==> src/verilog/cob_pkg.sv <==
// Package for the converter option configuration bank
`default_nettype none
package cob_pkg;
   // ----------------------------------------
   // Command codes of the two option registers
   // ----------------------------------------
   localparam logic [7:0]  CMD_USER_OPTIONS = 8'he5;
   localparam logic [7:0]  CMD_MISC_CONFIG  = 8'hf0;
   // ----------------------------------------
   // User options field positions and values
   // ----------------------------------------
   localparam int          OPT_MHI_SEL      = 14;
   localparam int          OPT_MLO_SEL      = 13;
   localparam int          OPT_RST_VOUT     = 11;
   localparam int          OPT_RANGE_LO     = 8;
   localparam int          OPT_AUTO_ARA     = 7;
   localparam int          OPT_AVG_LO       = 5;
   localparam int          OPT_WLO          = 4;
   localparam int          OPT_VSM          = 3;
   localparam logic [15:0] OPT_RESET        = 16'h0184;
   localparam logic [15:0] OPT_WR_MASK      = 16'h6bff;
   localparam logic [15:0] OPT_FIXED_ONES   = 16'h1000;
   localparam logic [15:0] OPT_NO_NVM       = 16'h0018;
   // ----------------------------------------
   // Miscellaneous configuration layout
   // ----------------------------------------
   localparam int          MISC_SYNC_FDIS   = 8;
   localparam int          MISC_FSYNC_IN    = 7;
   localparam int          MISC_FSYNC_OUT   = 6;
   localparam int          MISC_LVL_SHIFT   = 4;
   localparam int          MISC_TRIM_LO     = 1;
   localparam int          MISC_OV_SEL      = 0;
   localparam logic [15:0] MISC_RESET       = 16'h0013;
   localparam logic [15:0] MISC_WR_MASK     = 16'h01d7;
   // ----------------------------------------
   // Margin step restore values
   // ----------------------------------------
   localparam logic [15:0] MLO_RESTORE_0    = 16'hfff7;
   localparam logic [15:0] MLO_RESTORE_1    = 16'hfff1;
   localparam logic [15:0] MHI_RESTORE_0    = 16'h0009;
   localparam logic [15:0] MHI_RESTORE_1    = 16'h000f;
   // ----------------------------------------
   // Averaging codes and measurement channels
   // ----------------------------------------
   localparam logic [1:0]  AVG_16           = 2'h0;
   localparam logic [1:0]  AVG_BYPASS       = 2'h1;
   localparam logic [1:0]  AVG_8            = 2'h2;
   localparam logic [1:0]  AVG_32           = 2'h3;
   localparam int          SMP_W            = 12;
   localparam int          ACC_W            = SMP_W + 5;
   localparam int          NCH              = 3;
   localparam logic [1:0]  CH_VOUT          = 2'h0;
   localparam int          NFAULT           = 8;
   localparam int          NSHUT            = 4;
   typedef enum logic [1:0] {
      COB_DIV_HALF,
      COB_DIV_QUARTER,
      COB_DIV_EIGHTH
   } cob_div_t;
   // All state of the bank
   typedef struct packed {
      logic [15:0]                 opt;
      logic [15:0]                 misc;
      logic [15:0]                 nv_opt;
      logic [15:0]                 nv_misc;
      logic [NCH-1:0][ACC_W-1:0]   acc;
      logic [NCH-1:0][5:0]         cnt;
      logic [NCH-1:0][SMP_W-1:0]   rdbk;
      logic [NFAULT-1:0]           amask;
      logic [15:0]                 rd_data;
      logic                        rd_valid;
      logic                        invalid_data_flag;
      logic                        rst_vout;
      logic                        vsm_q;
   } cob_state_t;
endpackage
`default_nettype wire

==> src/verilog/cob_bank.sv <==
// Converter option configuration bank
// Operation
// - Override bit 0 keeps write checks; 1 skips them for limited registers
// - During override invalid data to limited registers is stored without invalid flag or alert
// - Clearing the override raises no alert for stored invalid values
// - Override bit is never saved to or restored from nonvolatile store
// - Averaging code 00 gives 16, 10 gives 8, 11 gives 32 samples
// - Averaging code 01 bypasses averagers; each sample updates readback
// - Averaging defaults 00, shared by all readings, savable and restorable
// - First average after voltage-only mode change may miss one sample
// - Auto masking masks set faults after a successful alert response
// - Without auto masking faults reassert alert; host masks each source
// - Readback divider follows loop scale at 00, else forced by code
// - Restore bit resets output command on shutdown, restart or low input
// - Margin-low restore select picks fff7h or fff1h
// - Margin-high restore select picks 0009h or 000fh
// - Misc register holds sync, level shift, trim and overvoltage fields
// - Misc register is saved on store-all and restored afterwards
// - Voltage-only mode stops current and temperature readback updates
`default_nettype none
module cob_bank (
   // Clock and reset
   input  wire logic                       clk_sys_in,
   input  wire logic                       reset_n_in,
   // Register access from the bus command decoder
   input  wire logic                       wr_en_in,
   input  wire logic                       rd_en_in,
   input  wire logic [7:0]                 cmd_in,
   input  wire logic [15:0]                wr_data_in,
   output var  logic [15:0]                rd_data_out,
   output var  logic                       rd_valid_out,
   // Limit checking of writes to other registers
   input  wire logic                       chk_wr_in,
   input  wire logic                       chk_limited_in,
   input  wire logic                       chk_invalid_in,
   output logic                            chk_allow_out,
   output var  logic                       invalid_data_flag_out,
   // Nonvolatile store and restore
   input  wire logic                       store_all_in,
   input  wire logic                       restore_all_in,
   // Measurement samples
   input  wire logic                       smp_valid_in,
   input  wire logic [1:0]                 smp_ch_in,
   input  wire logic [cob_pkg::SMP_W-1:0]  smp_data_in,
   output var  logic [cob_pkg::SMP_W-1:0]  read_vout_out,
   output var  logic [cob_pkg::SMP_W-1:0]  read_iout_out,
   output var  logic [cob_pkg::SMP_W-1:0]  read_temp_out,
   output var  logic                       voltage_only_measure_out,
   // Alert masking
   input  wire logic [cob_pkg::NFAULT-1:0] fault_active_in,
   input  wire logic [cob_pkg::NFAULT-1:0] host_mask_in,
   input  wire logic                       ara_done_in,
   input  wire logic                       clear_faults_in,
   output logic                            alert_out,
   // Output voltage readback divider
   input  wire logic [1:0]                 loop_scale_in,
   output cob_pkg::cob_div_t               vout_readback_divider_out,
   // Output command restore and margin restore values
   input  wire logic [cob_pkg::NSHUT-1:0]  shutdown_event_in,
   output var  logic                       vout_cmd_restore_out,
   output logic [15:0]                     margin_low_restore_out,
   output logic [15:0]                     margin_high_restore_out,
   // Miscellaneous configuration fields
   output logic                            clock_sync_fault_disable_out,
   output logic                            force_sync_in_out,
   output logic                            force_sync_out_out,
   output logic                            comp_level_shift_enable_out,
   output logic [1:0]                      high_side_current_trim_out,
   output logic                            overvoltage_low_fet_select_out
);
   import cob_pkg::*;

   cob_state_t st;
   cob_state_t next_st;

   logic       wlo;
   logic       voltage_only_measure;
   logic [1:0] avg_sel;
   logic [5:0] avg_n;
   logic [2:0] avg_sh;
   logic [15:0] opt_rd;

   // ----------------------------------------
   // Field decode
   // ----------------------------------------
   assign wlo     = st.opt[OPT_WLO];
   assign voltage_only_measure     = st.opt[OPT_VSM];
   assign avg_sel = st.opt[OPT_AVG_LO +: 2];
   assign opt_rd  = st.opt | OPT_FIXED_ONES;

   // Sample count and shift per averaging code
   always_comb begin
      case (avg_sel)
         AVG_16: begin
            avg_n  = 6'h10;
            avg_sh = 3'h4;
         end
         AVG_8: begin
            avg_n  = 6'h08;
            avg_sh = 3'h3;
         end
         AVG_32: begin
            avg_n  = 6'h20;
            avg_sh = 3'h5;
         end
         default: begin
            avg_n  = 6'h01;
            avg_sh = 3'h0;
         end
      endcase
   end

   // Divider choice: follows loop scale at 00, forced otherwise
   always_comb begin
      case (st.opt[OPT_RANGE_LO +: 2])
         2'h3:    vout_readback_divider_out = COB_DIV_HALF;
         2'h2:    vout_readback_divider_out = COB_DIV_QUARTER;
         2'h1:    vout_readback_divider_out = COB_DIV_EIGHTH;
         default: begin
            case (loop_scale_in)
               2'h1:    vout_readback_divider_out = COB_DIV_QUARTER;
               2'h2:    vout_readback_divider_out = COB_DIV_EIGHTH;
               default: vout_readback_divider_out = COB_DIV_HALF;
            endcase
         end
      endcase
   end

   // Write gate: override lets invalid data through to limited registers only
   assign chk_allow_out = !chk_invalid_in || (wlo && chk_limited_in);

   // Alert only from unmasked active faults; no term on override change
   assign alert_out = |(fault_active_in & ~(st.amask | host_mask_in));

   // Margin restore values
   assign margin_low_restore_out  = st.opt[OPT_MLO_SEL] ? MLO_RESTORE_1
                                                        : MLO_RESTORE_0;
   assign margin_high_restore_out = st.opt[OPT_MHI_SEL] ? MHI_RESTORE_1
                                                        : MHI_RESTORE_0;

   // Miscellaneous fields
   assign clock_sync_fault_disable_out   = st.misc[MISC_SYNC_FDIS];
   assign force_sync_in_out              = st.misc[MISC_FSYNC_IN];
   assign force_sync_out_out             = st.misc[MISC_FSYNC_OUT];
   assign comp_level_shift_enable_out    = st.misc[MISC_LVL_SHIFT];
   assign high_side_current_trim_out     = st.misc[MISC_TRIM_LO +: 2];
   assign overvoltage_low_fet_select_out = st.misc[MISC_OV_SEL];

   // Registered outputs
   assign rd_data_out              = st.rd_data;
   assign rd_valid_out             = st.rd_valid;
   assign invalid_data_flag_out    = st.invalid_data_flag;
   assign vout_cmd_restore_out     = st.rst_vout;
   assign voltage_only_measure_out = voltage_only_measure;
   assign read_vout_out            = st.rdbk[0];
   assign read_iout_out            = st.rdbk[1];
   assign read_temp_out            = st.rdbk[2];

   // ----------------------------------------
   // Next state
   // ----------------------------------------
   always_comb begin
      logic [ACC_W-1:0] sum;
      logic             avg_chg;
      sum     = '0;
      avg_chg = 1'b0;
      next_st = st;
      // Register writes and nonvolatile restore
      if (restore_all_in) begin
         next_st.opt  = st.nv_opt;
         next_st.misc = st.nv_misc;
      end else if (wr_en_in && cmd_in == CMD_USER_OPTIONS) begin
         next_st.opt = wr_data_in & OPT_WR_MASK;
      end else if (wr_en_in && cmd_in == CMD_MISC_CONFIG) begin
         next_st.misc = wr_data_in & MISC_WR_MASK;
      end
      // Store drops override and voltage-only bits
      if (store_all_in) begin
         next_st.nv_opt  = st.opt & ~OPT_NO_NVM;
         next_st.nv_misc = st.misc;
      end
      // Register reads, unmapped codes answer zero
      next_st.rd_valid = rd_en_in;
      if (rd_en_in) begin
         case (cmd_in)
            CMD_USER_OPTIONS: next_st.rd_data = opt_rd;
            CMD_MISC_CONFIG:  next_st.rd_data = st.misc;
            default:          next_st.rd_data = 16'h0000;
         endcase
      end
      // Invalid flag pulse unless override covers a limited register
      next_st.invalid_data_flag = chk_wr_in && !chk_allow_out;
      // Output command restore on shutdown events
      next_st.rst_vout = st.opt[OPT_RST_VOUT] && (|shutdown_event_in);
      // Auto mask after alert response; set wins over clear
      if (clear_faults_in) begin
         next_st.amask = '0;
      end
      if (ara_done_in && st.opt[OPT_AUTO_ARA]) begin
         next_st.amask = next_st.amask | fault_active_in;
      end
      // Averagers also restart on an averaging code change, since a partial
      // sum taken under the old count would be scaled by the wrong shift
      avg_chg = next_st.opt[OPT_AVG_LO +: 2] != avg_sel;
      // Averagers restart when voltage-only mode changes
      next_st.vsm_q = voltage_only_measure;
      for (int c = 0; c < NCH; c++) begin
         if (voltage_only_measure != st.vsm_q || avg_chg) begin
            next_st.acc[c] = '0;
            next_st.cnt[c] = '0;
         end else if (smp_valid_in && smp_ch_in == c[1:0]
                      && (smp_ch_in == CH_VOUT || !voltage_only_measure)) begin
            sum = st.acc[c] + {{(ACC_W-SMP_W){1'b0}}, smp_data_in};
            if (st.cnt[c] + 6'h01 >= avg_n) begin
               next_st.rdbk[c] = SMP_W'(sum >> avg_sh);
               next_st.acc[c]  = '0;
               next_st.cnt[c]  = '0;
            end else begin
               next_st.acc[c] = sum;
               next_st.cnt[c] = st.cnt[c] + 6'h01;
            end
         end
      end
   end

   // State register
   always_ff @(posedge clk_sys_in or negedge reset_n_in) begin
      if (!reset_n_in) begin
         st         <= '0;
         st.opt     <= OPT_RESET;
         st.misc    <= MISC_RESET;
         st.nv_opt  <= OPT_RESET;
         st.nv_misc <= MISC_RESET;
      end else begin
         st <= next_st;
      end
   end
endmodule
`default_nettype wire

==> config.mk <==
export PLATFORM = sky130hd
export DESIGN_NAME = cob_bank
export DESIGN_NICKNAME = d
export VERILOG_FILES = /design/src/verilog/cob_pkg.sv /design/src/verilog/cob_bank.sv
export SDC_FILE = /design/constraint.sdc
export NUM_CORES = 1
export LEC_CHECK = 0
export BUFFER_PORTS_ARGS = -buffer_cell sky130_fd_sc_hd__buf_2
export CAP_MARGIN = 20
export CORE_MARGIN = 3
export CORE_UTILIZATION = 60
export CTS_BUF_LIST = sky130_fd_sc_hd__clkbuf_8
export CTS_CLUSTER_SIZE = 10
export DETAILED_ROUTE_END_ITERATION = 16
export GPL_TIMING_DRIVEN = 0
export PLACE_DENSITY = 0.8
export SLEW_MARGIN = 15
export SYNTH_ARGS = -nofsm -noshare
export SYNTH_HDL_FRONTEND = slang
export SYNTH_SLANG_ARGS = --single-unit
==> constraint.sdc <==
create_clock -name clk_sys_in -period 6 [get_ports clk_sys_in]
set_input_delay 0.6 -clock clk_sys_in [delete_from_list [all_inputs] [get_ports clk_sys_in]]
set_output_delay 0.6 -clock clk_sys_in [all_outputs]
set_load 0.005 [all_outputs]
==> out/metrics.cfg, run 1 <==
[timing]
fin_setup_tns_ns = 0
hold_ws_ns = 0.281
fmax_mhz = 239
finalCritPeriodShare = 0.698
worst_slack_ns = 1.81
layout_min_cycle_time_ns = 4.19
slew_viol_final = 0
clock-skew-final_ns = 0.0259
setup_violations = 0
hold_viol = 0
rsz0062_at_grt = no
max_slew_margin = 0.359
tightestPinTransition_ns = 0.961

[grt]
grt_antenna_before_repair = 1
grt_pass1_wl_um = 52800
use_met3 = 0.0722
busiest_layer = met2
grt_pass1_vias = 10000
met2_usage = 0.471
grtUsageTotal = 0.300
grt_max_degree = 103
overflow = 0
grt_use_met1 = 0.404

[power]
ir_drop_mv = 0.247
clkPwrFrac = 0.224
p_int_w = 0.00262
power_switching_w = 0.00180
seq_power_share = 0.361
power_density_mw_per_mm2 = 319
p_sw_frac = 0.407
p_comb_frac = 0.414
leakage_nw = 6.68

[clock_network]
path_clk_slew_ns = 0.13
cts_made_buffers = 17
tritoncts = yes
cts_max_level = 4
cts.sinks = 193
clk_path_buf_depth = 2
clkLatencyLatePin_ns = 0.51
clockRootBuffer = clkbuf_8
cts_resized = 0
hold_buffers = 1
post_cts_buffers = 0

[floorplan]
die_h_um = 149
rows = 51
core_area_mm2 = 0.0197
ios = 171
die-area_mm2 = 0.0221
die_w_um = 149
initial_utilization = 0.618

[route]
drc = 0
drt_first_pass_iters = 6
wire_per_inst_um = 19.2
routed_wl_um = 33600
avgViaCountPerCell = 6.06
dr.first_iter.drc_count = 1141
ant_nets = 0
via_count = 10600

[critical_path]
end_kind = flop
crit_slowest_cell = clkbuf_1
critical_path.max_fanout = 12
cp_top_family = buffers and inverters
cp_num_buf_inv = 6
crit_chain = inv_1 -> ha_1 -> clkbuf_1 -> inv_1 -> clkbuf_1 -> ha_1 -> inv_1 -> a31oi_1 -> o21a_1 -> o21ai_0 -> and4_1 -> clkbuf_1 -> a21o_1 -> nand2_1 -> o31ai_1
crit_required_ns = 6.40
startpoint_type = flop
crit_arrival_ns = 4.58
cp_slowest_stage_delay_ns = 0.74
critical_path_class = reg2reg

[layout]
final_nets = 1599
drive_gt1_frac = 0.231
fillCellCount = 1510
syn_to_final_growth_pct = 13.7
fin_area_mm2 = 0.0139

[logic_synthesis]
synth_cells = 1283
netlist-cell-type-count = 78
netlist_area_mm2 = 0.0122
seq_area_frac_synth = 0.397
avgSynthCellArea_um2 = 9.50
synthFlopType = dfrtp_1
async_flop_share = 1.00
yosys_warnings = 0
ys_ff_latch = 193
synth-edff-count = 0

[place]
placed_area_mm2 = 0.0134
place.port_buffers = 138
place_worst_setup_slack_ns = 1.95
hpwlAfterDp_um = 24700
place.gp.congestion = 0.966

[flow_run]
max_cap_viol_count = 0

[outcome]
status = finished clean

[worst_hold_path]
hold_path_class = in2reg

-- flip-flops by register name, summed over array words and instances (netlist names), 2 cells and up --
| name | flops |
|---|---|
| opt_rd | 12 |
| read_temp_out | 12 |
| avg_sel | 2 |
| rd_data_out | 16 |
| read_vout_out | 12 |
| high_side_current_trim_out | 2 |
| st | 116 |
| read_iout_out | 12 |
-- kinds of logic after synthesis --
| kind of cell | Yosys count | share of synthesized area |
|---|---|---|
| compound gates | 389 | 0.215 |
| xor+xnor | 55 | 0.0395 |
| fa+ha+maj | 58 | 0.0614 |
| buf+inv | 180 | 0.0836 |
| flops | 193 | 0.397 |
| mux | 82 | 0.0769 |
| other cells | 2 | 0.000616 |
| simple gates | 324 | 0.126 |
-- metal layers --
layer,vias up,part of all wire
met5,-,0
met4,0,0.034
met3,93,0.098
met2,556,0.46
met1,4996,0.40
li1,4949,-
-- synthesized netlist by cell type (all sizes together), types with 33 or more instances --
cell type  number  area (um^2)
a21oi          71          355
a22o           51          447
buf            99          716
clkbuf         47          176
dfrtp         181         4530
ha             55          688
inv            33          124
mux2           43          484
mux2i          34          340
nand2         125          469
nor2           88          330
o21ai         105          526
xnor2          39          342
-- cell type report --
cell class	instances	area [um^2]	area share
Antenna cell	2	5.00	0.000361
Buffer	146	892	0.0644
Clock buffer	17	234	0.0169
Clock inverter	15	234	0.0169
Inverter	34	128	0.00921
Multi-Input combinational cell	936	6430	0.464
Sequential cell	193	4840	0.349
Tap cell	265	332	0.0239
Timing Repair Buffer	141	766	0.0552
-- stage by stage --
step / std cells / utilization / total power [W]
finish: 1749 / 0.703 / 0.00443
global route: 1748 / 0.703 / 0.00465
CTS: 1747 / 0.703 / 0.00439
detailed placement: 1714 / 0.679 / 0.00340
global placement: 1712 / 0.675 / 0.00336
floorplan: 1309 / - / 0.00281
-- power groups by stage --
stage                     clock network (W)  registers [W]  logic [W]
after floorplan                           0        0.00158    0.00123
after global placement                    0        0.00161    0.00174
after detailed placement                  0        0.00162    0.00178
after CTS                           0.00100        0.00160    0.00179
after global routing                0.00105        0.00162    0.00198
final                              0.000993        0.00160    0.00183
-- path summary, 6_finish.rpt --
kind | endpoint | slack (ns) | cells after the start | from
hold reg to reg | read_temp_out[6] | 0.49 | 2 | read_temp_out[6]
setup reg to reg | st[114] | 1.81 | 15 | avg_sel[0]
hold / removal | rd_valid_out | 0.28 | 1 | rd_en_in
max in group asynchronous | high_side_current_trim_out[0] | 4.41 | 4 | reset_n_in
setup / recovery | st[114] | 1.81 | 15 | avg_sel[0]
min in group asynchronous | read_vout_out[1] | 0.47 | 2 | reset_n_in
-- cells in the final DEF (no fill, tap or decap), types with 10 or more instances in the layout --
master    netlist  layout
dfstp_2        12      12
a22o_1         51      51
mux2i_1        34      34
xnor2_1        39      39
ha_1           55      55
nor2_1         88      88
buf_4          86      86
nor3_1         13      13
o21ai_0       100     100
a211oi_1       12      12
a31oi_1        20      20
nand2_1       125     125
conb_1          2      28
clkbuf_8        0      17
o21bai_1       10      10
a22oi_1        20      20
clkbuf_1       47      47
buf_2           5     142
inv_1          33      33
mux2_2         43      43
o21a_1         13      13
xor2_1         16      16
a21o_1         19      19
a21oi_1        71      71
dfrtp_1       181     181
o211ai_1       19      19
nand3_1        24      24
(Power assumes the default switching activity.)
==> inputs of run 2 (changes only) <==
clock period = 3.9 ns   (was 6 ns; I/O delays follow)
==> out/metrics.cfg, run 2 (synthesis gave the netlist of run 1 again) <==
[critical_path]
critical_path_class = reg2reg
cp_num_buf_inv = 4
cp_slowest_stage_delay_ns = 0.61
crit_arrival_ns = 3.98
startpoint_type = flop
critical_path.max_fanout = 12
r2r_end = st[108]
crit_chain = ha_1 -> inv_1 -> buf_1 -> clkbuf_2 -> ha_1 -> o21ai_1 -> and4_1 -> clkbuf_1 -> a22o_1
reg2reg_from = avg_sel[0]
cp_common_cell = ha_1
cp_top_family = buffers and inverters
end_kind = flop
crit_slowest_cell = buf_1
crit_required_ns = 4.34
rrSetupSlack_ns = 0.35
ff2ff_path_depth = 9

[floorplan]
core_area_mm2 = 0.0197
ios = 171
initial_utilization = 0.618
die_h_um = 149
die-area_mm2 = 0.0221
rows = 51
die_w_um = 149

[worst_hold_path]
min-delay-start = rd_en_in
hold_path_class = in2reg
whs_endpoint = rd_valid_out
worstHoldPathCells = 1

[timing]
setup_violations = 0
max_slew_margin = 0.425
layout_min_cycle_time_ns = 3.55
fmax_mhz = 282
rsz0062_at_grt = no
slew_viol_final = 0
clock-skew-final_ns = 0.0267
hold_viol = 0
tightestPinTransition_ns = 0.856
finalCritPeriodShare = 0.910
hold_ws_ns = 0.0665

[layout]
regMostFlops = st
drive_gt1_frac = 0.236
final_common_cell = dfrtp_1
syn_to_final_growth_pct = 14.0
final_nets = 1601
final_cell_mix = dfrtp_1 (181), buf_2 (142), nand2_1 (125), o21ai_0 (99), buf_4 (90)
largest_reg_flops = 116
fin_area_mm2 = 0.0139

[route]
drt_first_pass_iters = 6
m1WireLength_um = 13800
drc = 0
ant_nets = 0
via_count = 10600
wl_met2_um = 15600
wire_per_inst_um = 19.2
dr.first_iter.drc_count = 1029
highest-signal-layer = met4
route.met3.wl_um = 3010
routed_wl_um = 33600
avgViaCountPerCell = 6.05

[clock_network]
clockRootBuffer = clkbuf_8
cts_max_level = 4
tritoncts = yes
cts_made_buffers = 17
clkLatencyLatePin_ns = 0.51
cts.sinks = 193
path_clk_slew_ns = 0.13
clk_path_buf_depth = 2

[power]
power_density_mw_per_mm2 = 492
total_power_w = 0.00684
leakage_nw = 6.70
clkPwrFrac = 0.225
seq_power_share = 0.360
ir_drop_mv = 0.383
p_int_w = 0.00405
p_comb_frac = 0.415
p_sw_frac = 0.408
power_switching_w = 0.00279

[grt]
grt_antenna_before_repair = 1
overflow = 0
grtUsageTotal = 0.301
grt_pass1_wl_um = 52900
grt_max_degree = 103
grt_pass1_vias = 9999

[place]
placed_area_mm2 = 0.0134
place.gp.congestion = 0.966
place.port_buffers = 138
hpwlAfterDp_um = 24700

[flow_run]
max_cap_viol_count = 0

[outcome]
status = finished clean

run 2: area by class of cell:
class                   count  area [um^2]
clock buffers              17          234
fillers                  1505         5820
clock inverters            15          234
diodes                      1         2.50
inverters                  34          131
well taps                 265          332
plain buffers             144          887
repair buffers            145          796
multi-input cells         936         6430
flip-flops and latches    193         4840
run 2: per-layer routing:
metal	GRT usage	up-vias
li1	-	4946
met1	0.405	5076
met2	0.471	493
met3	0.0719	81
met4	0.122	0
met5	0	-
run 2: how the worst max path moves through the flow:
| stage | start | endpoint | depth (start not counted) | slack [ns] |
|---|---|---|---|---|
| after floorplan | avg_sel[0] | st[114] | 15 | 0.82 |
| after global placement | reset_n_in | st[163] | 1 | -0.83 |
| after detailed placement | avg_sel[0] | st[114] | 15 | -0.15 |
| after CTS | avg_sel[0] | st[114] | 14 | 0.03 |
| after global routing | avg_sel[0] | read_vout_out[6] | 14 | 0.10 |
| final | avg_sel[0] | st[108] | 9 | 0.35 |
run 2: power by group through the flow:
stage | Combinational [W] | Clock (W) | Sequential (W)
after floorplan | 0.00190 | 0 | 0.00243
after global placement | 0.00268 | 0 | 0.00248
after detailed placement | 0.00274 | 0 | 0.00249
after CTS | 0.00276 | 0.00154 | 0.00245
after global routing | 0.00306 | 0.00162 | 0.00249
final | 0.00284 | 0.00154 | 0.00246
run 2: repair_timing:
| item | CTS | global route |
|---|---|---|
| gates resized for setup | 0 | 7 |
| hold buffers | 1 | 0 |
| endpoints found under the setup margin | 25 | 46 |
| endpoints found under the hold margin | 101 | 0 |
| buffers inserted | 0 | 4 |
run 2: stage by stage:
step,setup slack (ns),setup TNS [ns],utilization,std cells
finish,0.353,0,0.705,1750
global route,0.102,0,0.705,1750
CTS,0.0328,0,0.703,1746
detailed placement,-0.150,-0.814,0.679,1714
global placement,-0.826,-144.48,0.675,1712
floorplan,0.817,0,-,1309
